### src/lcp_pkg.sv
// Functional notes
// - Low four address bits pick register
// - Host address passes straight to VRAM
// - Select falling edge pulls wait low
// - Wait released on host clock rise
// - Width strap: low 8-bit, high 16-bit
// - Active-high reset clears control registers
// - Decode the six select/strobe inputs
// - 16-bit bus: even bytes low lane, odd high; 8-bit bus: all low lane
// - Chip selects decode 8K or 32K SRAMs
// - Write strobe pulses on every VRAM write
// - Dual panel nibbles, single uses eight with panel8Bit, else four
// - Panel data stable at shift clock fall
// - Line latch pulse after each line
// - Frame start pulse, two retrace lines
// - Panel power follows mode bit 1
package lcp_pkg;
    localparam int             REG_IDX_W      = 4;
    localparam logic [3:0]     MODE_REG_IDX   = 4'h1;
    localparam int             MODE_DISP_BIT  = 0;
    localparam int             MODE_POWER_BIT = 1;
    localparam logic [7:0]     REG_RESET      = 8'h00;
    localparam int             SYNC_W         = 42;
    localparam int             SB_ADDR        = 16;
    localparam int             SB_CTRL        = 32;
    localparam int             SB_HBE         = 38;
    localparam int             SB_HCLK        = 39;
    localparam int             SB_HRESET      = 40;
    localparam int             SB_WIDTH       = 41;
    localparam logic [41:0]    SYNC_RESET     = 42'h07F_0000_0000;
    localparam int             CLK_PERIOD_NS  = 10;
    localparam int             SHIFT_NS       = 160;
    localparam int             SHIFT_DIV      = (SHIFT_NS + CLK_PERIOD_NS - 1) / CLK_PERIOD_NS;
    localparam int             SHIFT_HALF     = SHIFT_DIV / 2;
    localparam int             RETRACE_LINES  = 2;
    localparam logic [1:0]     OP_LAST        = 2'h3;
    localparam logic [15:0]    LOWER_BASE     = 16'h4000;
    localparam int             FIFO_W         = 34;
    localparam int             FIFO_DEPTH     = 8;

    typedef enum logic [2:0]
    {
        HS_IDLE    = 3'b000,
        HS_DECODE  = 3'b001,
        HS_SERVE   = 3'b011,
        HS_RELEASE = 3'b010,
        HS_FINISH  = 3'b110
    } lcp_host_state_t;

    typedef enum logic [2:0]
    {
        CMD_NONE,
        CMD_REG_WR,
        CMD_REG_RD,
        CMD_MEM_WR,
        CMD_MEM_RD,
        CMD_ERROR
    } lcp_cmd_t;

    typedef enum logic [2:0]
    {
        OP_IDLE,
        OP_DISP_U,
        OP_DISP_L,
        OP_HOST_RD,
        OP_FIFO_WR
    } lcp_op_t;
endpackage

### src/lcp_host_vram_panel.sv
module lcp_host_vram_panel
    import lcp_pkg::*;
#(
    parameter int LINE_GROUPS = 40,
    parameter int FRAME_LINES = 240
)
(
    input  logic        clk,
    input  logic        reset_n,
    input  logic [15:0] hostDataIn,
    output logic [15:0] hostDataOut,
    output logic        hostDataOe,
    input  logic [15:0] hostAddressBus,
    input  logic        highByteEnableN,
    input  logic        registerSelectN,
    input  logic        registerWriteN,
    input  logic        registerReadN,
    input  logic        vramSelectN,
    input  logic        hostVramWriteN,
    input  logic        hostVramReadN,
    input  logic        hostClock,
    input  logic        hostReset,
    input  logic        busWidthSelect,
    output logic        hostReady,
    input  logic        sram32kMode,
    input  logic        dualPanel,
    input  logic        panel8Bit,
    output logic [12:0] vramAddrBus,
    output logic [2:0]  vramUpperAddr,
    output logic [4:0]  vramChipSelect,
    input  logic [15:0] vramDataIn,
    output logic [15:0] vramDataOut,
    output logic [1:0]  vramDataOe,
    output logic        vramWriteStrobeN,
    output logic [3:0]  upperPanelData,
    output logic [3:0]  lowerPanelData,
    output logic        pixelShiftClock,
    output logic        lineLatchPulse,
    output logic        frameStartPulse,
    output logic        frameAcSignal,
    output logic        panelPowerEnable
);
    localparam int LINE_TOTAL = FRAME_LINES + RETRACE_LINES;

    logic [SYNC_W-1:0] pinRaw;
    logic [SYNC_W-1:0] syncA_q;
    logic [SYNC_W-1:0] syncB_q;
    logic [SYNC_W-1:0] syncC_q;
    logic [SYNC_W-1:0] filt_q;
    logic              selActPrev_q;
    logic              hclkPrev_q;
    logic              selAct;
    logic              selFall;
    logic              hclkRise;
    logic              busWide;
    logic              resetReq;
    logic [15:0]       hAddr;
    logic [15:0]       hData;
    lcp_host_state_t   state_q;
    lcp_cmd_t          cmd_q;
    lcp_cmd_t          cmdNow;
    logic [7:0]        regFile_q [16];
    logic              hostRdPend_q;
    logic              hostRdDone_q;
    logic [15:0]       hostRdWord_q;
    logic              fifoInValid;
    logic              fifoInReady;
    logic [FIFO_W-1:0] fifoInData;
    logic              fifoOutValid;
    logic              fifoOutReady;
    logic [FIFO_W-1:0] fifoOutData;
    lcp_op_t           opKind_q;
    logic [1:0]        opCnt_q;
    logic [15:0]       opAddr_q;
    logic              takeU;
    logic              takeL;
    logic              takeH;
    logic [1:0]        dispPend_q;
    logic [15:0]       dispAddr_q;
    logic [15:0]       fetchAddr_q;
    logic [7:0]        fetchU_q;
    logic [7:0]        fetchL_q;
    logic [7:0]        showU_q;
    logic [7:0]        showL_q;
    logic [7:0]        divCnt_q;
    logic              nibSel_q;
    logic              inLatch_q;
    logic [15:0]       grpCnt_q;
    logic [15:0]       lineCnt_q;
    logic              tick;
    logic              lastGrp;
    logic              lastLine;
    logic              fetchReq;
    logic              showOn;
    logic [15:0]       reqAddr;
    logic [15:0]       step;

    // Chip select lines and shared upper address lines
    function automatic logic [7:0] chipDecode(input logic [15:0] a, input logic big);
        logic [7:0] sel;
        sel = 8'hFF;
        if (big)
        begin
            sel = {1'b1, a[14], a[13], 3'h7, ~a[15], a[15]};
        end
        else
        begin
            sel[a[15:13]] = 1'b0;
        end
        return sel;
    endfunction

    // Pixel nibbles per panel mode, upper then lower
    function automatic logic [7:0] panelNib(input logic [7:0] u, input logic [7:0] l,
                                            input logic nib, input logic dual, input logic wide);
        logic [7:0] r;
        r = 8'h00;
        if (dual)
        begin
            r = nib ? {u[3:0], l[3:0]} : {u[7:4], l[7:4]};
        end
        else if (wide)
        begin
            r = nib ? l : u;
        end
        else
        begin
            r = nib ? {u[3:0], 4'h0} : {u[7:4], 4'h0};
        end
        return r;
    endfunction

    function automatic lcp_cmd_t decodeCmd(input logic [5:0] c);
        lcp_cmd_t k;
        k = CMD_ERROR;
        if (c[5] && c[2])
        begin
            k = CMD_NONE;
        end
        else
        begin
            case (c)
                6'h0F:   k = CMD_REG_WR;
                6'h17:   k = CMD_REG_RD;
                6'h39:   k = CMD_MEM_WR;
                6'h3A:   k = CMD_MEM_RD;
                default: k = CMD_ERROR;
            endcase
        end
        return k;
    endfunction

    assign pinRaw = {busWidthSelect, hostReset, hostClock, highByteEnableN, registerSelectN,
                     registerWriteN, registerReadN, vramSelectN, hostVramWriteN, hostVramReadN,
                     hostAddressBus, hostDataIn};

    // Pin synchroniser and agreement filter
    always_ff @(posedge clk or negedge reset_n)
    begin
        if (!reset_n)
        begin
            syncA_q <= SYNC_RESET;
            syncB_q <= SYNC_RESET;
            syncC_q <= SYNC_RESET;
            filt_q  <= SYNC_RESET;
        end
        else
        begin
            syncA_q <= pinRaw;
            syncB_q <= syncA_q;
            syncC_q <= syncB_q;
            filt_q  <= (~(syncB_q ^ syncC_q) & syncC_q) | ((syncB_q ^ syncC_q) & filt_q);
        end
    end

    assign hData    = filt_q[15:0];
    assign hAddr    = filt_q[SB_ADDR+15:SB_ADDR];
    assign selAct   = !filt_q[SB_CTRL+5] || !filt_q[SB_CTRL+2];
    assign selFall  = selAct && !selActPrev_q;
    assign hclkRise = filt_q[SB_HCLK] && !hclkPrev_q;
    assign resetReq = filt_q[SB_HRESET];
    assign busWide  = filt_q[SB_WIDTH];
    assign cmdNow   = decodeCmd(filt_q[SB_CTRL+5:SB_CTRL]);

    always_ff @(posedge clk or negedge reset_n)
    begin
        if (!reset_n)
        begin
            selActPrev_q <= 1'b0;
            hclkPrev_q   <= 1'b0;
        end
        else
        begin
            selActPrev_q <= selAct;
            hclkPrev_q   <= filt_q[SB_HCLK];
        end
    end

    // Host access sequencer
    always_ff @(posedge clk or negedge reset_n)
    begin
        if (!reset_n)
        begin
            state_q   <= HS_IDLE;
            cmd_q     <= CMD_NONE;
            hostReady <= 1'b1;
        end
        else
        begin
            case (state_q)
                HS_IDLE:
                begin
                    if (selFall)
                    begin
                        hostReady <= 1'b0;
                        state_q   <= HS_DECODE;
                    end
                end
                HS_DECODE:
                begin
                    cmd_q   <= cmdNow;
                    state_q <= (cmdNow == CMD_MEM_WR || cmdNow == CMD_MEM_RD) ? HS_SERVE
                                                                              : HS_RELEASE;
                end
                HS_SERVE:
                begin
                    if ((cmd_q == CMD_MEM_WR && fifoInReady) || hostRdDone_q)
                    begin
                        state_q <= HS_RELEASE;
                    end
                end
                HS_RELEASE:
                begin
                    if (hclkRise)
                    begin
                        hostReady <= 1'b1;
                        state_q   <= HS_FINISH;
                    end
                end
                HS_FINISH:
                begin
                    if (!selAct)
                    begin
                        state_q <= HS_IDLE;
                    end
                end
                default:
                begin
                    state_q   <= HS_IDLE;
                    hostReady <= 1'b1;
                end
            endcase
        end
    end

    // Control registers and read-back drive
    always_ff @(posedge clk or negedge reset_n)
    begin
        if (!reset_n)
        begin
            for (int i = 0; i < 16; i++)
            begin
                regFile_q[i] <= REG_RESET;
            end
            hostDataOut <= 16'h0000;
            hostDataOe  <= 1'b0;
        end
        else
        begin
            if (resetReq)
            begin
                for (int i = 0; i < 16; i++)
                begin
                    regFile_q[i] <= REG_RESET;
                end
            end
            else if (state_q == HS_DECODE && cmdNow == CMD_REG_WR)
            begin
                regFile_q[hAddr[REG_IDX_W-1:0]] <= (busWide && hAddr[0]) ? hData[15:8]
                                                                         : hData[7:0];
            end
            if (state_q == HS_DECODE && cmdNow == CMD_REG_RD)
            begin
                hostDataOut <= {2{regFile_q[hAddr[REG_IDX_W-1:0]]}};
                hostDataOe  <= 1'b1;
            end
            else if (state_q == HS_SERVE && hostRdDone_q)
            begin
                hostDataOut <= hostRdWord_q;
                hostDataOe  <= 1'b1;
            end
            else if (state_q == HS_FINISH && !selAct)
            begin
                hostDataOe <= 1'b0;
            end
        end
    end

    // lane mask and lane data for writes
    assign fifoInValid = state_q == HS_SERVE && cmd_q == CMD_MEM_WR;
    assign fifoInData  = !busWide ? {2'b01, hAddr, 8'hFF, hData[7:0]}
                       : hAddr[0] ? {2'b10, hAddr, hData[15:8], 8'hFF}
                       : {!filt_q[SB_HBE], 1'b1, hAddr, hData};

    lcp_fifo #(
        .WIDTH (FIFO_W),
        .DEPTH (FIFO_DEPTH)
    ) writeFifo (
        .clk      (clk),
        .reset_n  (reset_n),
        .inValid  (fifoInValid),
        .inReady  (fifoInReady),
        .inData   (fifoInData),
        .outValid (fifoOutValid),
        .outReady (fifoOutReady),
        .outData  (fifoOutData)
    );

    // Display fetch first, then host read, then buffered writes
    always_comb
    begin
        takeU        = opCnt_q == 2'h0 && dispPend_q[0];
        takeL        = opCnt_q == 2'h0 && !dispPend_q[0] && dispPend_q[1];
        takeH        = opCnt_q == 2'h0 && dispPend_q == 2'h0 && hostRdPend_q;
        fifoOutReady = opCnt_q == 2'h0 && dispPend_q == 2'h0 && !hostRdPend_q;
    end

    always_ff @(posedge clk or negedge reset_n)
    begin
        if (!reset_n)
        begin
            hostRdPend_q <= 1'b0;
            dispPend_q   <= 2'h0;
        end
        else
        begin
            hostRdPend_q <= (hostRdPend_q && !takeH)
                         || (state_q == HS_DECODE && cmdNow == CMD_MEM_RD);
            dispPend_q   <= (dispPend_q & ~{takeL, takeU}) | {2{fetchReq}};
        end
    end

    // VRAM cycle engine
    always_ff @(posedge clk or negedge reset_n)
    begin
        if (!reset_n)
        begin
            opKind_q         <= OP_IDLE;
            opCnt_q          <= 2'h0;
            opAddr_q         <= 16'h0000;
            vramAddrBus      <= 13'h0000;
            vramUpperAddr    <= 3'h7;
            vramChipSelect   <= 5'h1F;
            vramDataOut      <= 16'h0000;
            vramDataOe       <= 2'h0;
            vramWriteStrobeN <= 1'b1;
            fetchU_q         <= 8'h00;
            fetchL_q         <= 8'h00;
            hostRdWord_q     <= 16'h0000;
            hostRdDone_q     <= 1'b0;
        end
        else
        begin
            hostRdDone_q <= 1'b0;
            if (opCnt_q == 2'h0)
            begin
                opKind_q <= OP_IDLE;
                if (takeU || takeL || takeH || (fifoOutValid && fifoOutReady))
                begin
                    opAddr_q <= takeU ? fetchAddr_q
                              : takeL ? fetchAddr_q + (dualPanel ? LOWER_BASE : 16'h0001)
                              : takeH ? hAddr : fifoOutData[31:16];
                    opKind_q <= takeU ? OP_DISP_U : takeL ? OP_DISP_L
                              : takeH ? OP_HOST_RD : OP_FIFO_WR;
                    opCnt_q  <= 2'h1;
                    if (!takeU && !takeL && !takeH)
                    begin
                        vramDataOut <= fifoOutData[15:0];
                        vramDataOe  <= fifoOutData[33:32];
                    end
                end
                else
                begin
                    vramChipSelect <= 5'h1F;
                    vramUpperAddr  <= sram32kMode ? vramUpperAddr : 3'h7;
                end
            end
            else
            begin
                opCnt_q <= (opCnt_q == OP_LAST) ? 2'h0 : opCnt_q + 2'h1;
            end
            if (opCnt_q == 2'h1)
            begin
                vramAddrBus    <= opAddr_q[12:0];
                {vramUpperAddr, vramChipSelect} <= chipDecode(opAddr_q, sram32kMode);
                vramWriteStrobeN <= opKind_q != OP_FIFO_WR;
            end
            if (opCnt_q == 2'h2)
            begin
                vramWriteStrobeN <= 1'b1;
                if (opKind_q == OP_DISP_U)
                begin
                    fetchU_q <= (busWide && opAddr_q[0]) ? vramDataIn[15:8] : vramDataIn[7:0];
                end
                if (opKind_q == OP_DISP_L)
                begin
                    fetchL_q <= (busWide && opAddr_q[0]) ? vramDataIn[15:8] : vramDataIn[7:0];
                end
                if (opKind_q == OP_HOST_RD)
                begin
                    hostRdWord_q <= busWide ? vramDataIn : {2{vramDataIn[7:0]}};
                    hostRdDone_q <= 1'b1;
                end
            end
            if (opCnt_q == OP_LAST)
            begin
                vramDataOe <= 2'h0;
            end
        end
    end

    // Panel scan timing
    assign tick     = divCnt_q == 8'(SHIFT_DIV - 1);
    assign lastGrp  = grpCnt_q == 16'(LINE_GROUPS - 1);
    assign lastLine = lineCnt_q == 16'(LINE_TOTAL - 1);
    assign fetchReq = tick && !inLatch_q && (nibSel_q == lastGrp);
    assign showOn   = regFile_q[MODE_REG_IDX][MODE_DISP_BIT] && lineCnt_q < 16'(FRAME_LINES);
    assign step     = (panel8Bit && !dualPanel) ? 16'h0002 : 16'h0001;
    assign reqAddr  = (inLatch_q || !lastGrp || !lastLine) ? dispAddr_q : 16'h0000;

    always_ff @(posedge clk or negedge reset_n)
    begin
        if (!reset_n)
        begin
            divCnt_q    <= 8'h00;
            nibSel_q    <= 1'b0;
            inLatch_q   <= 1'b0;
            grpCnt_q    <= 16'h0000;
            lineCnt_q   <= 16'h0000;
            dispAddr_q  <= 16'h0000;
            fetchAddr_q <= 16'h0000;
        end
        else
        begin
            divCnt_q <= tick ? 8'h00 : divCnt_q + 8'h01;
            if (fetchReq)
            begin
                fetchAddr_q <= reqAddr;
                dispAddr_q  <= reqAddr + step;
            end
            if (tick)
            begin
                if (inLatch_q)
                begin
                    inLatch_q <= 1'b0;
                    lineCnt_q <= lastLine ? 16'h0000 : lineCnt_q + 16'h0001;
                end
                else
                begin
                    nibSel_q <= !nibSel_q;
                    if (nibSel_q)
                    begin
                        inLatch_q <= lastGrp;
                        grpCnt_q  <= lastGrp ? 16'h0000 : grpCnt_q + 16'h0001;
                    end
                end
            end
        end
    end

    // Panel pin drive
    always_ff @(posedge clk or negedge reset_n)
    begin
        if (!reset_n)
        begin
            upperPanelData   <= 4'h0;
            lowerPanelData   <= 4'h0;
            showU_q          <= 8'h00;
            showL_q          <= 8'h00;
            pixelShiftClock  <= 1'b0;
            lineLatchPulse   <= 1'b0;
            frameStartPulse  <= 1'b0;
            frameAcSignal    <= 1'b0;
            panelPowerEnable <= 1'b0;
        end
        else
        begin
            panelPowerEnable <= regFile_q[MODE_REG_IDX][MODE_POWER_BIT];
            if (tick)
            begin
                // data changes on shift clock rise
                if (inLatch_q || nibSel_q)
                begin
                    showU_q <= fetchU_q;
                    showL_q <= fetchL_q;
                end
                {upperPanelData, lowerPanelData} <=
                    !showOn || (nibSel_q && lastGrp) ? 8'h00
                    : (inLatch_q || nibSel_q)
                    ? panelNib(fetchU_q, fetchL_q, 1'b0, dualPanel, panel8Bit)
                    : panelNib(showU_q, showL_q, 1'b1, dualPanel, panel8Bit);
                pixelShiftClock <= !(nibSel_q && lastGrp);
                lineLatchPulse  <= nibSel_q && lastGrp;
                // frame start on last retrace line
                if (nibSel_q && lastGrp && lastLine)
                begin
                    frameStartPulse <= 1'b1;
                end
                if (inLatch_q && lastLine)
                begin
                    frameAcSignal <= !frameAcSignal;
                end
            end
            else if (divCnt_q == 8'(SHIFT_HALF - 1))
            begin
                pixelShiftClock <= 1'b0;
                if (!inLatch_q)
                begin
                    frameStartPulse <= 1'b0;
                end
            end
        end
    end
endmodule

### src/lcp_fifo.sv
module lcp_fifo
    import lcp_pkg::*;
#(
    parameter int WIDTH = FIFO_W,
    parameter int DEPTH = FIFO_DEPTH
)
(
    input  logic             clk,
    input  logic             reset_n,
    input  logic             inValid,
    output logic             inReady,
    input  logic [WIDTH-1:0] inData,
    output logic             outValid,
    input  logic             outReady,
    output logic [WIDTH-1:0] outData
);
    localparam int AW = $clog2(DEPTH);

    logic [WIDTH-1:0] mem_q [DEPTH];
    logic [AW:0]      wrPtr_q;
    logic [AW:0]      rdPtr_q;

    // Full when pointers differ only in wrap bit
    assign inReady  = (wrPtr_q ^ rdPtr_q) != {1'b1, {AW{1'b0}}};
    assign outValid = wrPtr_q != rdPtr_q;
    assign outData  = mem_q[rdPtr_q[AW-1:0]];

    always_ff @(posedge clk)
    begin
        if (inValid && inReady)
        begin
            mem_q[wrPtr_q[AW-1:0]] <= inData;
        end
    end

    always_ff @(posedge clk or negedge reset_n)
    begin
        if (!reset_n)
        begin
            wrPtr_q <= '0;
            rdPtr_q <= '0;
        end
        else
        begin
            if (inValid && inReady)
            begin
                wrPtr_q <= wrPtr_q + 1'b1;
            end
            if (outValid && outReady)
            begin
                rdPtr_q <= rdPtr_q + 1'b1;
            end
        end
    end
endmodule

### config.mk
export PLATFORM = sky130hd
export DESIGN_NAME = lcp_host_vram_panel
export DESIGN_NICKNAME = d
export VERILOG_FILES = /design/src/lcp_pkg.sv /design/src/lcp_host_vram_panel.sv /design/src/lcp_fifo.sv
export SDC_FILE = /design/constraint.sdc
export NUM_CORES = 1
export LEC_CHECK = 0
export ABC_AREA = 1
export BUFFER_PORTS_ARGS = -buffer_cell sky130_fd_sc_hd__buf_2
export CAP_MARGIN = 5
export CORE_UTILIZATION = 55
export CTS_CLUSTER_SIZE = 12
export DETAILED_ROUTE_END_ITERATION = 10
export GPL_TIMING_DRIVEN = 0
export HOLD_SLACK_MARGIN = 0.03
export PLACE_DENSITY = 0.75
export SLEW_MARGIN = 20
export SYNTH_ARGS = -nofsm -noshare
export SYNTH_HDL_FRONTEND = slang
export SYNTH_HIERARCHICAL = 1
export SYNTH_SLANG_ARGS = --single-unit
### constraint.sdc
create_clock -name clk -period 3.74 [get_ports clk]
set_input_delay 0.374 -clock clk [delete_from_list [all_inputs] [get_ports clk]]
set_output_delay 0.374 -clock clk [all_outputs]
set_load 0.02 [all_outputs]
Yosys cells after proc, flatten, opt, wreduce, memory -nomap -nowiden
Memories as Yosys holds them, arrays and structs flattened. Index checks and enable logic that the tools add are counted.

Flip-flop bits (word level): 526. Latch bits: 0. RAM bits: 272. Bits in read-only memories: 0. Input port bits: 63. Output and inout port bits: 71. Logic and storage cells: 294. Memories kept: 1.

Memories: writeFifo.mem_q (depth 8, width 34, rd ports 1, clocked after Yosys merged registers in 0, write ports 1, line lcp_fifo.sv:19) `logic [WIDTH-1:0] mem_q [DEPTH];`.

Add/subtract/negate cells: 8. $mul: 0. Divide/modulo/power cells: 0. Order comparisons: 5. Eq/ne operators: 36. Shifts and indexed selects: 0. Muxes and demuxes: 79. Bitwise logic cells: 14. Reduce and logical (&&, ||, !) cells: 91.

Operators by type and width (number): 128-bit two-way mux (2); 16-bit two-way mux (9); 128-bit bitwise mux (1); 8-bit two-way mux (11); 42-bit AND (2); 34-bit two-way mux (2); 42-bit inverter (1); 42-bit bitwise OR (1); 42-bit XOR (1); 3-bit two-way mux (13); 16-bit by 1-bit adder with 16-bit output, second input constant (2); 8-bit binary-select mux with 4-bit select (1); 8-bit demux with 4-bit select (1); 1-bit logical AND (32); 3-bit by 2-bit == test with 1-bit output, second input constant (7); 1-bit two-way mux (21); 1-bit logical NOT (19); 2-bit AND reduction (9); 3-bit AND reduction (6); 16-bit by 15-bit adder with 16-bit output (1); 16-bit by 2-bit adder with 16-bit output (1); 16-bit by 6-bit == test with 1-bit output, second input constant (1); 16-bit by 8-bit == test with 1-bit output, second input constant (1); 16-bit by 8-bit less-than comparator with 1-bit output, second input constant (1); 44 further kinds (87).

Logic depth before layout (Yosys ltp)
Gate-level depths: netlist of the first run.

Depth after elaboration: 10. Gate-level depth with buffers: 20.

Modules after synthesis
The synthesis of the first run kept the hierarchy.

Modules (own cells, without submodules): lcp_host_vram_panel (times used 1, cells each 2202, area each 21411.8 um^2, seq. area each 13010.0 um^2); lcp_fifo (times used 1, cells each 922, area each 11222.0 um^2, seq. area each 8368.0 um^2).

Least setup slack after synthesis of the first run
Ideal clock, no wire load.

Path kind: register to register. From: reg state_q[2]. To: mem writeFifo/mem_q[2][0] (netlist bit), enable pin. Arrival: 2691 ps. Data required time: 3315 ps. Slack: 624 ps. Cell stages (with the launch flop): 8. Path buffers: 0. Cell sequence: dfrtp_1 nor2_1 inv_1 nor2_1 inv_1 nor2_1 nand3_2 nor2_1.

Longest elaborated chain between the ends: 5.

RTL lines: from (decl) (line lcp_host_vram_panel.sv:59) `lcp_host_state_t state_q;`; from (signal assigned) (line lcp_host_vram_panel.sv:222) `state_q <= (cmdNow == CMD_MEM_WR || cmdNow == CMD_MEM_RD) ? HS_SERVE`; 3-bit by 2-bit == test with 1-bit output (line lcp_host_vram_panel.sv:300) `assign fifoInValid = state_q == HS_SERVE && cmd_q == CMD_MEM_WR;`; 1-bit logical AND (line lcp_host_vram_panel.sv:300); via fifoInValid (line lcp_host_vram_panel.sv:66) `logic fifoInValid;`; 1-bit logical AND (line lcp_fifo.sv:30) `if (inValid && inReady)`; 1-bit two-way mux (line lcp_fifo.sv:30); 1-bit two-way mux (not written as such) (line lcp_fifo.sv:32) `mem_q[wrPtr_q[AW-1:0]] <= inData;`; to (decl) (line lcp_fifo.sv:19).

The timed path passes the listed nets, and every way through them passes these cells.

==> results_dict.tcl, run 1 <==
set metrics [dict create \
    gp_congestion 0.9111 \
    yosys_warnings 6 \
    overflow 0 \
    cts_buffers 82 \
    yosys.area.top_type_share_pct 37.42 \
    crit_path_max_incr_delay_ns 0.96 \
    fin_crit_ns 3.686 \
    leakage_nw 16.09 \
    max_freq_mhz 271.3 \
    drive_above_1_share_pct 12.47 \
    setup_viol 0 \
    post-route-period-util_pct 98.55 \
    cp.required_ns 4.19 \
    rows 88 \
    power.internal_mw 16.39 \
    grt_pass1_vias 24117 \
    relSlewSlack_pct 30.56 \
    drt_iter0_drc 2528 \
    hold_viol_final 0 \
    cpMostUsedCell "clkbuf_1" \
    synthTopCellsByCount "nand2_1 (603), dfrtp_1 (488), o21ai_0 (379), nor2_1 (377), edfxtp_1 (272)" \
    path_delay_family "buffers and inverters" \
    grt-busiest-layer "met2" \
    yosysMostFrequentCell "nand2_1" \
    async_reset_ff_share_pct 65.91 \
    areaGrowthSynthToFinish_pct 16.18 \
    critPathMaxFanout 17 \
    hpwl_um 57520 \
    use_met2_pct 47.15 \
    final_antenna_net_count 0 \
    drt_pass1_iterations 5 \
    path_class "reg -> reg" \
    ys_seq_elements 798 \
    cts-root-buf "clkbuf_16" \
    core-area_mm2 0.05814 \
    cpMaxStageDelayCell "o21ai_1" \
    clkPwrFrac_pct 32.7 \
    powerDensity_mw_per_mm2 641.9 \
    combPwrFrac_pct 24.4 \
    mappedNetlistArea_mm2 0.03263 \
    p_seq_share_pct 42.9 \
    setup_slack_ns 0.05419 \
    slew_viol_final 0 \
    groute.usage.overall_pct 28.74 \
    fp.dieW_um 245.6 \
    sw_frac_of_total_pct 32.65 \
    start_util_pct 56.13 \
    post-place-ws_ns 0.09134 \
    insertion_delay_ns 0.63 \
    worstMarginPinSlew_ns 1.035 \
    yosys_most_used_dff "dfrtp_1" \
    final_nets 3494 \
    syn_inst 3124 \
    ir_drop_uv 436.2 \
    met3_usage_pct 4.016 \
    hp-class "in -> reg" \
    ioPinCount 134 \
    syn_nets 3204 \
    via_per_inst 5.731 \
    yosysTopAreaCell "dfrtp_1" \
    grt_max_degree 105 \
    stdcell_count 4245 \
    wirelength_um 85400 \
    finClkSkew_ns 0.02637 \
    path_clk_slew_ns 0.06 \
    maxCapViolations 0 \
    crit_arrival_ns 4.14 \
    grt_first_pass_wirelength_um 133700 \
    die-area_mm2 0.06031 \
    syn_avg_cell_area_um2 10.45 \
    h-tree-depth 3 \
    cts.sinks 798 \
    rsz0062_at_grt "false" \
    portBuffers 133 \
    synth_cell_types 56 \
    outcome "finished clean" \
    die_height_um 245.6 \
    via_count 24329 \
    place_inst 4036 \
    cts_tree "done" \
    use_met1_pct 39.35 \
    synth_seq_area_share_pct 65.51 \
    min_from "vramDataIn[11]" \
    endpoint_kind "flop" \
    antenna_found_initial 2 \
    path_cells "buf_2 -> nand2_1 -> clkbuf_1 -> o21ai_1 -> clkbuf_1 -> o22ai_1" \
    cp-start-kind "flop" \
    fin_util_pct 65.22 \
    drc 0 \
    cts_buffer_depth 3 \
    synth-edff-count 272 \
    path_buf_inv 3 \
    synthTopCellsByArea "dfrtp_1 (37%), edfxtp_1 (25%), nand2_1 (6.9%), o21ai_0 (5.8%), nor2_1 (4.3%)" \
    wl_per_cell_um 20.12 \
    power.net_switching_mw 7.947 \
]
-- layout by cell type (no fill, tap or decap), drive strengths merged, types with 3 or more instances in the layout --
master and n:
nand3b 3, a22oi 11, o21ai 450, o21bai 13, a31oi 18, o211ai 8
o31ai 3, xor2 28, dlygate4sd3 59, o22a 3, xnor2 6, or2 12
edfxtp 272, nand3 85, nand4 24, buf 202, nor3 25, maj3 42
nor2 397, inv 258, clkinv 8, dfstp 38, ha 16, o22ai 116
a21oi 54, nand2 611, mux2 7, clkbuf 199, o221ai 8, dfrtp 488
-- flip-flops by register name, indices dropped and copies added, names as in the netlist, 5 cells and up, named ones only --
register and cells:
grpCnt_q 16, dispAddr_q 16, fetchL_q 8, writeFifo/mem_q 272, divCnt_q 8, vramAddrBus 13
syncB_q 42, vramDataOut 16, hostDataOut 16, syncC_q 42, hostRdWord_q 16, syncA_q 42
fetchU_q 8, opAddr_q 16, lineCnt_q 16, regFile_q 128, showL_q 8, fetchAddr_q 16
vramChipSelect 5
-- layout make-up --
cell class | instances | area [um2]
clock buffers | 136 | 2457
inverters | 257 | 964.7
fillers | 4432 | 20220
clock inverters | 13 | 161.4
well taps | 765 | 957.2
plain buffers | 118 | 586.8
multi-input cells | 1951 | 9777
flip-flops and latches | 798 | 21380
repair buffers | 206 | 1629
diodes | 1 | 2.502
-- metrics by stage --
step / TNS, ns / hold slack, ns / power [mW] / cell area (um2)
2_1_floorplan: 0 / 0.07841 / 14.20 / 32630
3_3_place_gp: -4287.55 / 0.3327 / 16.14 / 34260
3_5_place_dp: 0 / 0.2553 / 16.35 / 34690
4_1_cts: 0 / 0.04289 / 24.36 / 37900
5_1_grt: 0 / 0.08407 / 25.43 / 37910
6_report: 0 / 0.06930 / 24.34 / 37910
-- worst min-delay path, stage by stage --
cell and delay, ns:
buf_2 0.10, nand2_1 0.07, a31oi_1 0.09
-- timing repair --
| item | 4_1_cts | 5_1_grt |
|---|---|---|
| setup endpoints to repair | 0 | 10 |
| setup buffers | 0 | 0 |
| hold buffers | 59 | 0 |
| hold endpoints to repair | 140 | 0 |
| gates resized for setup | 0 | 3 |
-- power by group through the flow --
| stage | Sequential, mW | Clock [mW] | Combinational (mW) |
|---|---|---|---|
| floorplan | 10.8 | 0 | 3.43 |
| global route | 10.5 | 8.40 | 6.50 |
| detailed placement | 10.6 | 0 | 5.77 |
| finish | 10.4 | 7.95 | 5.93 |
| CTS | 10.4 | 8.05 | 5.87 |
| global placement | 10.6 | 0 | 5.58 |
-- cells by family after synthesis --
group	after synthesis	synth area share, %
XOR/XNOR	34	0.9125
buffers and inverters	375	4.754
adder cells (fa/ha/maj)	59	1.963
multiplexers	7	0.2416
AND/OR/NAND/NOR	1160	14.94
flip-flops	798	65.51
AO/OA/AOI/OAI	691	11.68
-- final timing paths --
kind                                                end  slack, ns  cells past startpoint
setup / recovery              regFile_q[65]$_DFFE_PN0P_       0.05                      6
hold reg to reg                   syncB_q[22]$_DFF_PN0_       0.33                      0
hold / removal             hostRdWord_q[11]$_DFFE_PN0P_       0.07                      3
setup reg to reg              regFile_q[65]$_DFFE_PN0P_       0.05                      6
max in group asynchronous     dispAddr_q[0]$_DFFE_PN0P_       1.95                      5
min in group asynchronous    vramDataOut[2]$_DFFE_PN0P_       0.20                      2
-- layer usage --
layer / vias to the layer above / wire, um
met5: - / 0
met4: 0 / 2809
met3: 185 / 6135
met2: 1088 / 41110
met1: 11920 / 35350
li1: 11136 / -
Power figures use the tool's default switching activity.
==> inputs of run 2 (changes only) <==
--- a/config.mk
+++ b/config.mk
@@ -5,15 +5,16 @@
 export SDC_FILE = /design/constraint.sdc
 export NUM_CORES = 1
 export LEC_CHECK = 0
-export ABC_AREA = 1
 export BUFFER_PORTS_ARGS = -buffer_cell sky130_fd_sc_hd__buf_2
 export CAP_MARGIN = 5
-export CORE_UTILIZATION = 55
+export CELL_PAD_IN_SITES_DETAIL_PLACEMENT = 0
+export CELL_PAD_IN_SITES_GLOBAL_PLACEMENT = 2
+export CORE_UTILIZATION = 45
 export CTS_CLUSTER_SIZE = 12
 export DETAILED_ROUTE_END_ITERATION = 10
 export GPL_TIMING_DRIVEN = 0
 export HOLD_SLACK_MARGIN = 0.03
-export PLACE_DENSITY = 0.75
+export PLACE_DENSITY_LB_ADDON = 0.1
 export SLEW_MARGIN = 20
 export SYNTH_ARGS = -nofsm -noshare
 export SYNTH_HDL_FRONTEND = slang
==> run 2 against run 1 <==
  * Clock power is 6.7% higher
  * Final cell count is 16% lower
  * Largest power group unchanged
  * Clock skew is 0.0052 ns lower
  * Via count is 20% lower
  * Die area is 23% higher
  * Setup slack better by 0.22 ns
  * Area after synthesis is 0.99% higher
  * Sequential share of layout area is 1.5 points lower
==> results_dict.tcl, run 2 <==
set metrics [dict create \
    cpMaxStageDelayCell "dfrtp_1" \
    syn_inst 2232 \
    sw_frac_of_total_pct 28.38 \
    yosysMostFrequentCell "dfrtp_1" \
    synth-simple-area-share_pct 9.590 \
    hold_depth 3 \
    layout_commonest_cell "dfrtp_1" \
    post-route-period-util_pct 92.58 \
    syn_nets 2312 \
    fillCellCount 5875 \
    stdcell_count 3585 \
    relSlewSlack_pct 27.72 \
    multi_input_area_mm2 0.01108 \
    path_clk_slew_ns 0.06 \
    holdWs_ns 0.06466 \
    synthTopCellsByCount "dfrtp_1 (488), edfxtp_1 (272), nand2_1 (165), nand2b_1 (157), mux2i_1 (152)" \
    drt_pass1_iterations 4 \
    synth_top_family_by_area "multiplexers" \
    fin_util_pct 54.09 \
    slew_viol_final 0 \
    hpwl_um 54620 \
    wirelength_um 78970 \
    drc 0 \
    wl_per_cell_um 22.03 \
    synth_adder_area_share_pct 1.944 \
    clkPwrFrac_pct 36.3 \
    seq_area_mm2 0.02138 \
    stdcell_area_mm2 0.03893 \
    fin_total_pwr_mw 23.34 \
    p_seq_share_pct 44.6 \
    yosysTopAreaCell "dfrtp_1" \
    core-area_mm2 0.07198 \
    synth_xor_area_share_pct 1.401 \
    leakage_nw 16.02 \
    powerDensity_mw_per_mm2 599.5 \
    path_cells "ha_1 -> nor4bb_1 -> and4_1 -> clkbuf_1 -> nand3b_1 -> and2_1 -> ha_1 -> inv_1 -> fa_1 -> nand3b_1 -> nor4_4 -> nand3_1 -> or3_1 -> mux2i_1" \
    gp_congestion 0.8016 \
    yosys_most_used_dff "dfrtp_1" \
    final_cell_mix "dfrtp_1 (488), edfxtp_1 (272), nand2_1 (165), buf_2 (160), nand2b_1 (157)" \
    h-tree-depth 3 \
    largest_reg_flops 272 \
    final_antenna_net_count 0 \
    cts-root-buf "clkbuf_16" \
    placed_area_mm2 0.03547 \
    synth_cell_types 81 \
    ff2ff_setup_slack_ns 0.28 \
    grt_max_degree 106 \
    die-area_mm2 0.07432 \
    finClkSkew_ns 0.02120 \
    ioPinCount 134 \
    areaGrowthSynthToFinish_pct 18.14 \
    post-place-ws_ns -0.1127 \
    yosys_warnings 6 \
    drt_iter0_drc 1238 \
    cts_buffer_depth 3 \
    setup_viol 0 \
    rr_worst_depth 14 \
    drive_above_1_share_pct 20.16 \
    muxShareOfSynthArea_pct 14.91 \
    outcome "finished clean" \
    syn_avg_cell_area_um2 14.76 \
    final_nets 2642 \
    synth_compound_area_share_pct 5.368 \
    power.internal_mw 16.72 \
    ir_drop_uv 399.6 \
    place_inst 3366 \
    grt_pass1_vias 20094 \
    synthTopCellsByArea "dfrtp_1 (37%), edfxtp_1 (25%), mux4_1 (5.3%), mux2i_1 (4.6%), dfstp_2 (3.0%)" \
    combPwrFrac_pct 19.1 \
    max_freq_mhz 288.8 \
    worstMarginPinSlew_ns 1.084 \
    cts_tree "done" \
    hp-class "in -> reg" \
    critPathMaxFanout 8 \
    start_util_pct 45.79 \
    crit_arrival_ns 4.02 \
    antenna_found_initial 2 \
    fin_crit_ns 3.462 \
    rows 98 \
    synth_seq_area_share_pct 64.87 \
    cp-start-kind "flop" \
    crit_path_max_incr_delay_ns 0.43 \
    overflow 0 \
    async_reset_ff_share_pct 65.91 \
    mappedNetlistArea_mm2 0.03296 \
    cp.required_ns 4.30 \
    tns_ns 0 \
    yosys.area.top_type_share_pct 37.06 \
    power.net_switching_mw 6.623 \
    insertion_delay_ns 0.64 \
    cts_buffers 87 \
    cts.sinks 798 \
    groute.usage.overall_pct 21.68 \
    maxCapViolations 0 \
    endpoint_kind "flop" \
    path_class "reg -> reg" \
    setup_slack_ns 0.2776 \
    via_count 19496 \
    grt_first_pass_wirelength_um 123000 \
    synth-edff-count 272 \
    hold_viol_final 0 \
    via_per_inst 5.438 \
    fp.dieW_um 272.6 \
    die_height_um 272.6 \
    portBuffers 133 \
    ys_seq_elements 798 \
]
## run 2: worst max-delay path, delay by kind of cell, from the launching register on
family	cells	cell delay [ns]
adders and majority gates	3	0.85
DFF	1	0.43
and+or+nand+nor	8	1.73
buffers and inverters	2	0.25
muxes	1	0.12
## run 2: power by group through the flow
stage / combinational [mW] / sequential (mW) / clock, mW
after floorplan: 2.73 / 10.7 / 0
after global placement: 4.37 / 10.5 / 0
after detailed placement: 4.46 / 10.6 / 0
after CTS: 4.52 / 10.4 / 8.69
after global routing: 4.83 / 10.5 / 9.04
final: 4.45 / 10.4 / 8.48
## run 2: final cells by class
| class | count | share of cell area, % |
|---|---|---|
| Antenna cell | 1 | 0.006428 |
| Buffer | 119 | 1.369 |
| Clock buffer | 135 | 6.543 |
| Clock inverter | 26 | 0.7874 |
| Inverter | 25 | 0.2410 |
| Multi-Input combinational cell | 1289 | 28.46 |
| Sequential cell | 798 | 54.91 |
| Tap cell | 950 | 3.053 |
| Timing Repair Buffer | 242 | 4.625 |
## run 2: kinds of logic (layout without fill, tap and decap cells)
| group | after synthesis | in the layout |
|---|---|---|
| AO/OA/AOI/OAI | 260 | 260 |
| XOR/XNOR | 51 | 51 |
| adder cells (fa/ha/maj) | 59 | 59 |
| buffers and inverters | 145 | 547 |
| flip-flops | 798 | 798 |
| multiplexers | 331 | 331 |
| other | 0 | 1 |
| AND/OR/NAND/NOR | 588 | 588 |
## run 2: metal layers
layer	vias to the layer above	track usage (%)	share of wire (%)
met5	-	0	0
met4	0	5.781	2.3
met3	109	2.908	3.2
met2	379	35.32	48
met1	10040	30.69	46
li1	8968	-	-
## run 2: worst paths after layout
kind | start | to
max in group asynchronous | reset_n | regFile_q[40]$_DFFE_PN0P_
min in group asynchronous | reset_n | vramAddrBus[11]$_DFFE_PN0P_
max | grpCnt_q[0]$_DFFE_PN0P_ | dispAddr_q[14]$_DFFE_PN0P_
max reg2reg | grpCnt_q[0]$_DFFE_PN0P_ | dispAddr_q[14]$_DFFE_PN0P_
min reg2reg | syncA_q[6]$_DFF_PN0_ | syncB_q[6]$_DFF_PN0_
min | vramDataIn[14] | hostRdWord_q[14]$_DFFE_PN0P_
## run 2: what timing repair did
action                                 in CTS  in global routing
hold buffers                               52                  0
pin swaps                                   1                  1
resized for setup                           1                  6
buffers inserted                            2                  4
endpoints found under the hold margin     117                  0
setup endpoints to repair                   2                 24
==> inputs of run 3 (changes only) <==
--- a/config.mk
+++ b/config.mk
@@ -9,7 +9,8 @@
 export CAP_MARGIN = 5
 export CELL_PAD_IN_SITES_DETAIL_PLACEMENT = 0
 export CELL_PAD_IN_SITES_GLOBAL_PLACEMENT = 2
-export CORE_UTILIZATION = 45
+export CORE_UTILIZATION = 47
+export CTS_BUF_LIST = sky130_fd_sc_hd__clkbuf_4
 export CTS_CLUSTER_SIZE = 12
 export DETAILED_ROUTE_END_ITERATION = 10
 export GPL_TIMING_DRIVEN = 0
==> run 3 against run 2 <==
  * Sequential cell count stayed put
  * Via count increased by 5.6%
  * Largest power group unchanged
  * Clock power down 13%
  * Setup slack worse by 0.10 ns
  * Utilization increased by 2.8 points
  * Sequential share of layout area fell by 0.42 points
  * First-iteration DRC count down 1.2%
  * Highest routed layer unchanged
  * Final area up 0.77%
  * Combinational power is essentially flat
==> results_dict.tcl, run 3 (synthesis gave the netlist of run 2 again) <==
set metrics [dict create \
    fp.dieW_um 266.8 \
    path_class "reg -> reg" \
    largest_reg_flops 272 \
    antenna_found_initial 3 \
    grt_max_degree 103 \
    cts.sinks 798 \
    max_freq_mhz 280.7 \
    finClkSkew_ns 0.06535 \
    place_inst 3347 \
    min_from "vramDataIn[3]" \
    core-area_mm2 0.06895 \
    post-route-period-util_pct 95.26 \
    die_height_um 266.8 \
    hp-class "in -> reg" \
    insertion_delay_ns 1.07 \
    path_clk_slew_ns 0.06 \
    hpwl_um 53200 \
    grt_first_pass_wirelength_um 125200 \
    gp_congestion 0.8213 \
    cp.required_ns 4.72 \
    seq_area_mm2 0.02138 \
    fillCellCount 5785 \
    final_nets 2820 \
    cp-start-kind "flop" \
    ioPinCount 134 \
    wl_per_cell_um 20.74 \
    setup_viol 0 \
    die-area_mm2 0.07118 \
    drc 0 \
    final_antenna_net_count 0 \
    areaGrowthSynthToFinish_pct 19.04 \
    cts-root-buf "clkbuf_4" \
    via_per_inst 5.368 \
    h-tree-depth 4 \
    drt_iter0_drc 1223 \
    path_cells "nor4_1 -> and4_1 -> clkbuf_1 -> nand3b_1 -> nand2_1 -> inv_1 -> ha_1 -> a21oi_1 -> nor4_2 -> and3_1 -> nor4b_1 -> a21o_1" \
    ir_drop_uv 336.0 \
    rr_worst_depth 12 \
    critPathMaxFanout 7 \
    cts_tree "done" \
    crit_arrival_ns 4.54 \
    hold_viol_final 0 \
    fin_crit_ns 3.563 \
    crit_path_max_incr_delay_ns 0.58 \
    groute.usage.overall_pct 23.20 \
    powerDensity_mw_per_mm2 567.2 \
    rows 96 \
    placed_area_mm2 0.03538 \
    final_cell_mix "dfrtp_1 (488), clkbuf_4 (318), edfxtp_1 (272), nand2_1 (165), buf_2 (164)" \
    outcome "finished clean" \
    multi_input_area_mm2 0.01107 \
    maxCapViolations 0 \
    wirelength_um 79520 \
    slew_viol_final 0 \
    drive_above_1_share_pct 25.28 \
    ff2ff_setup_slack_ns 0.18 \
    cpMaxStageDelayCell "nor4_1" \
    r2r_end "dispAddr_q[15]$_DFFE_PN0P_" \
    endpoint_kind "flop" \
    portBuffers 133 \
    grt_pass1_vias 21515 \
    cts_buffers 205 \
    hold_depth 4 \
    start_util_pct 47.80 \
    fin_util_pct 56.90 \
    tns_ns 0 \
    min_to "hostRdWord_q[3]$_DFFE_PN0P_" \
    reg2reg_from "lineCnt_q[10]$_DFFE_PN0P_" \
    stdcell_count 3834 \
    via_count 20581 \
    relSlewSlack_pct 29.17 \
    drt_pass1_iterations 5 \
    rsz0062_at_grt "false" \
    stdcell_area_mm2 0.03923 \
    layout_commonest_cell "dfrtp_1" \
    worstMarginPinSlew_ns 1.057 \
    leakage_nw 16.42 \
    cts_buffer_depth 3 \
    overflow 0 \
]
==> run 3: cell type report <==
cell class | instances | area share (%)
plain buffers | 119 | 1.359
well taps | 931 | 2.969
repair buffers | 302 | 6.005
diodes | 4 | 0.02551
multi-input cells | 1289 | 28.21
clock inverters | 48 | 0.6155
inverters | 25 | 0.2392
clock buffers | 318 | 6.085
flip-flops and latches | 798 | 54.49
==> run 3: timing repair <==
item / 4_1_cts / 5_1_grt
gates resized for setup: 2 / 2
buffers inserted: 2 / 3
hold endpoints to repair: 335 / 0
hold buffers: 113 / 0
pin swaps: 1 / 1
setup endpoints to repair: 5 / 9
==> run 3: per-stage QoR <==
stage | setup WS, ns | hold slack (ns) | total power, mW
2_1_floorplan | -1.611 | 0.07841 | 13.38
6_report | 0.1772 | 0.1692 | 22.25
3_5_place_dp | -0.2012 | 0.3347 | 14.99
4_1_cts | 0.07194 | 0.03448 | 22.58
5_1_grt | 0.0008322 | 0.1023 | 23.48
3_3_place_gp | -8.624 | 0.3317 | 14.88
==> run 3: worst max-delay path by stage <==
| stage | startpoint | endpoint | slack (ns) |
|---|---|---|---|
| after floorplan | state_q[2]$_DFFE_PN0P_ | writeFifo/mem_q[5][0]$_DFFE_PP_ | -1.61 |
| final | lineCnt_q[10]$_DFFE_PN0P_ | dispAddr_q[15]$_DFFE_PN0P_ | 0.18 |
| after CTS | grpCnt_q[0]$_DFFE_PN0P_ | dispAddr_q[14]$_DFFE_PN0P_ | 0.07 |
| after detailed placement | lineCnt_q[14]$_DFFE_PN0P_ | dispAddr_q[15]$_DFFE_PN0P_ | -0.20 |
| after global routing | grpCnt_q[0]$_DFFE_PN0P_ | dispAddr_q[15]$_DFFE_PN0P_ | 0.0008 |
| after global placement | reset_n | syncA_q[40]$_DFF_PN0_ | -8.62 |
==> run 3: critical path, delay by kind of cell, from the launching register on <==
kind / cells / cell delay, ns
adders and majority gates: 1 / 0.28
DFF: 1 / 0.41
and+or+nand+nor: 7 / 2.18
AOI/OAI and AO/OA: 2 / 0.26
buffers and inverters: 2 / 0.38
==> run 3: power breakdown <==
group	internal, mW	switching [mW]	total, mW
registers	9.86	0.541	10.4
clock network	3.87	3.51	7.38
logic	1.95	2.52	4.48
==> run 3: layer usage <==
metal / share of wire (%) / wire (um) / track usage, %
met2: 49 / 38730 / 37.36
met5: 0 / 0 / 0
met1: 46 / 36380 / 31.86
met4: 1.6 / 1296 / 7.627
met3: 3.9 / 3111 / 4.290
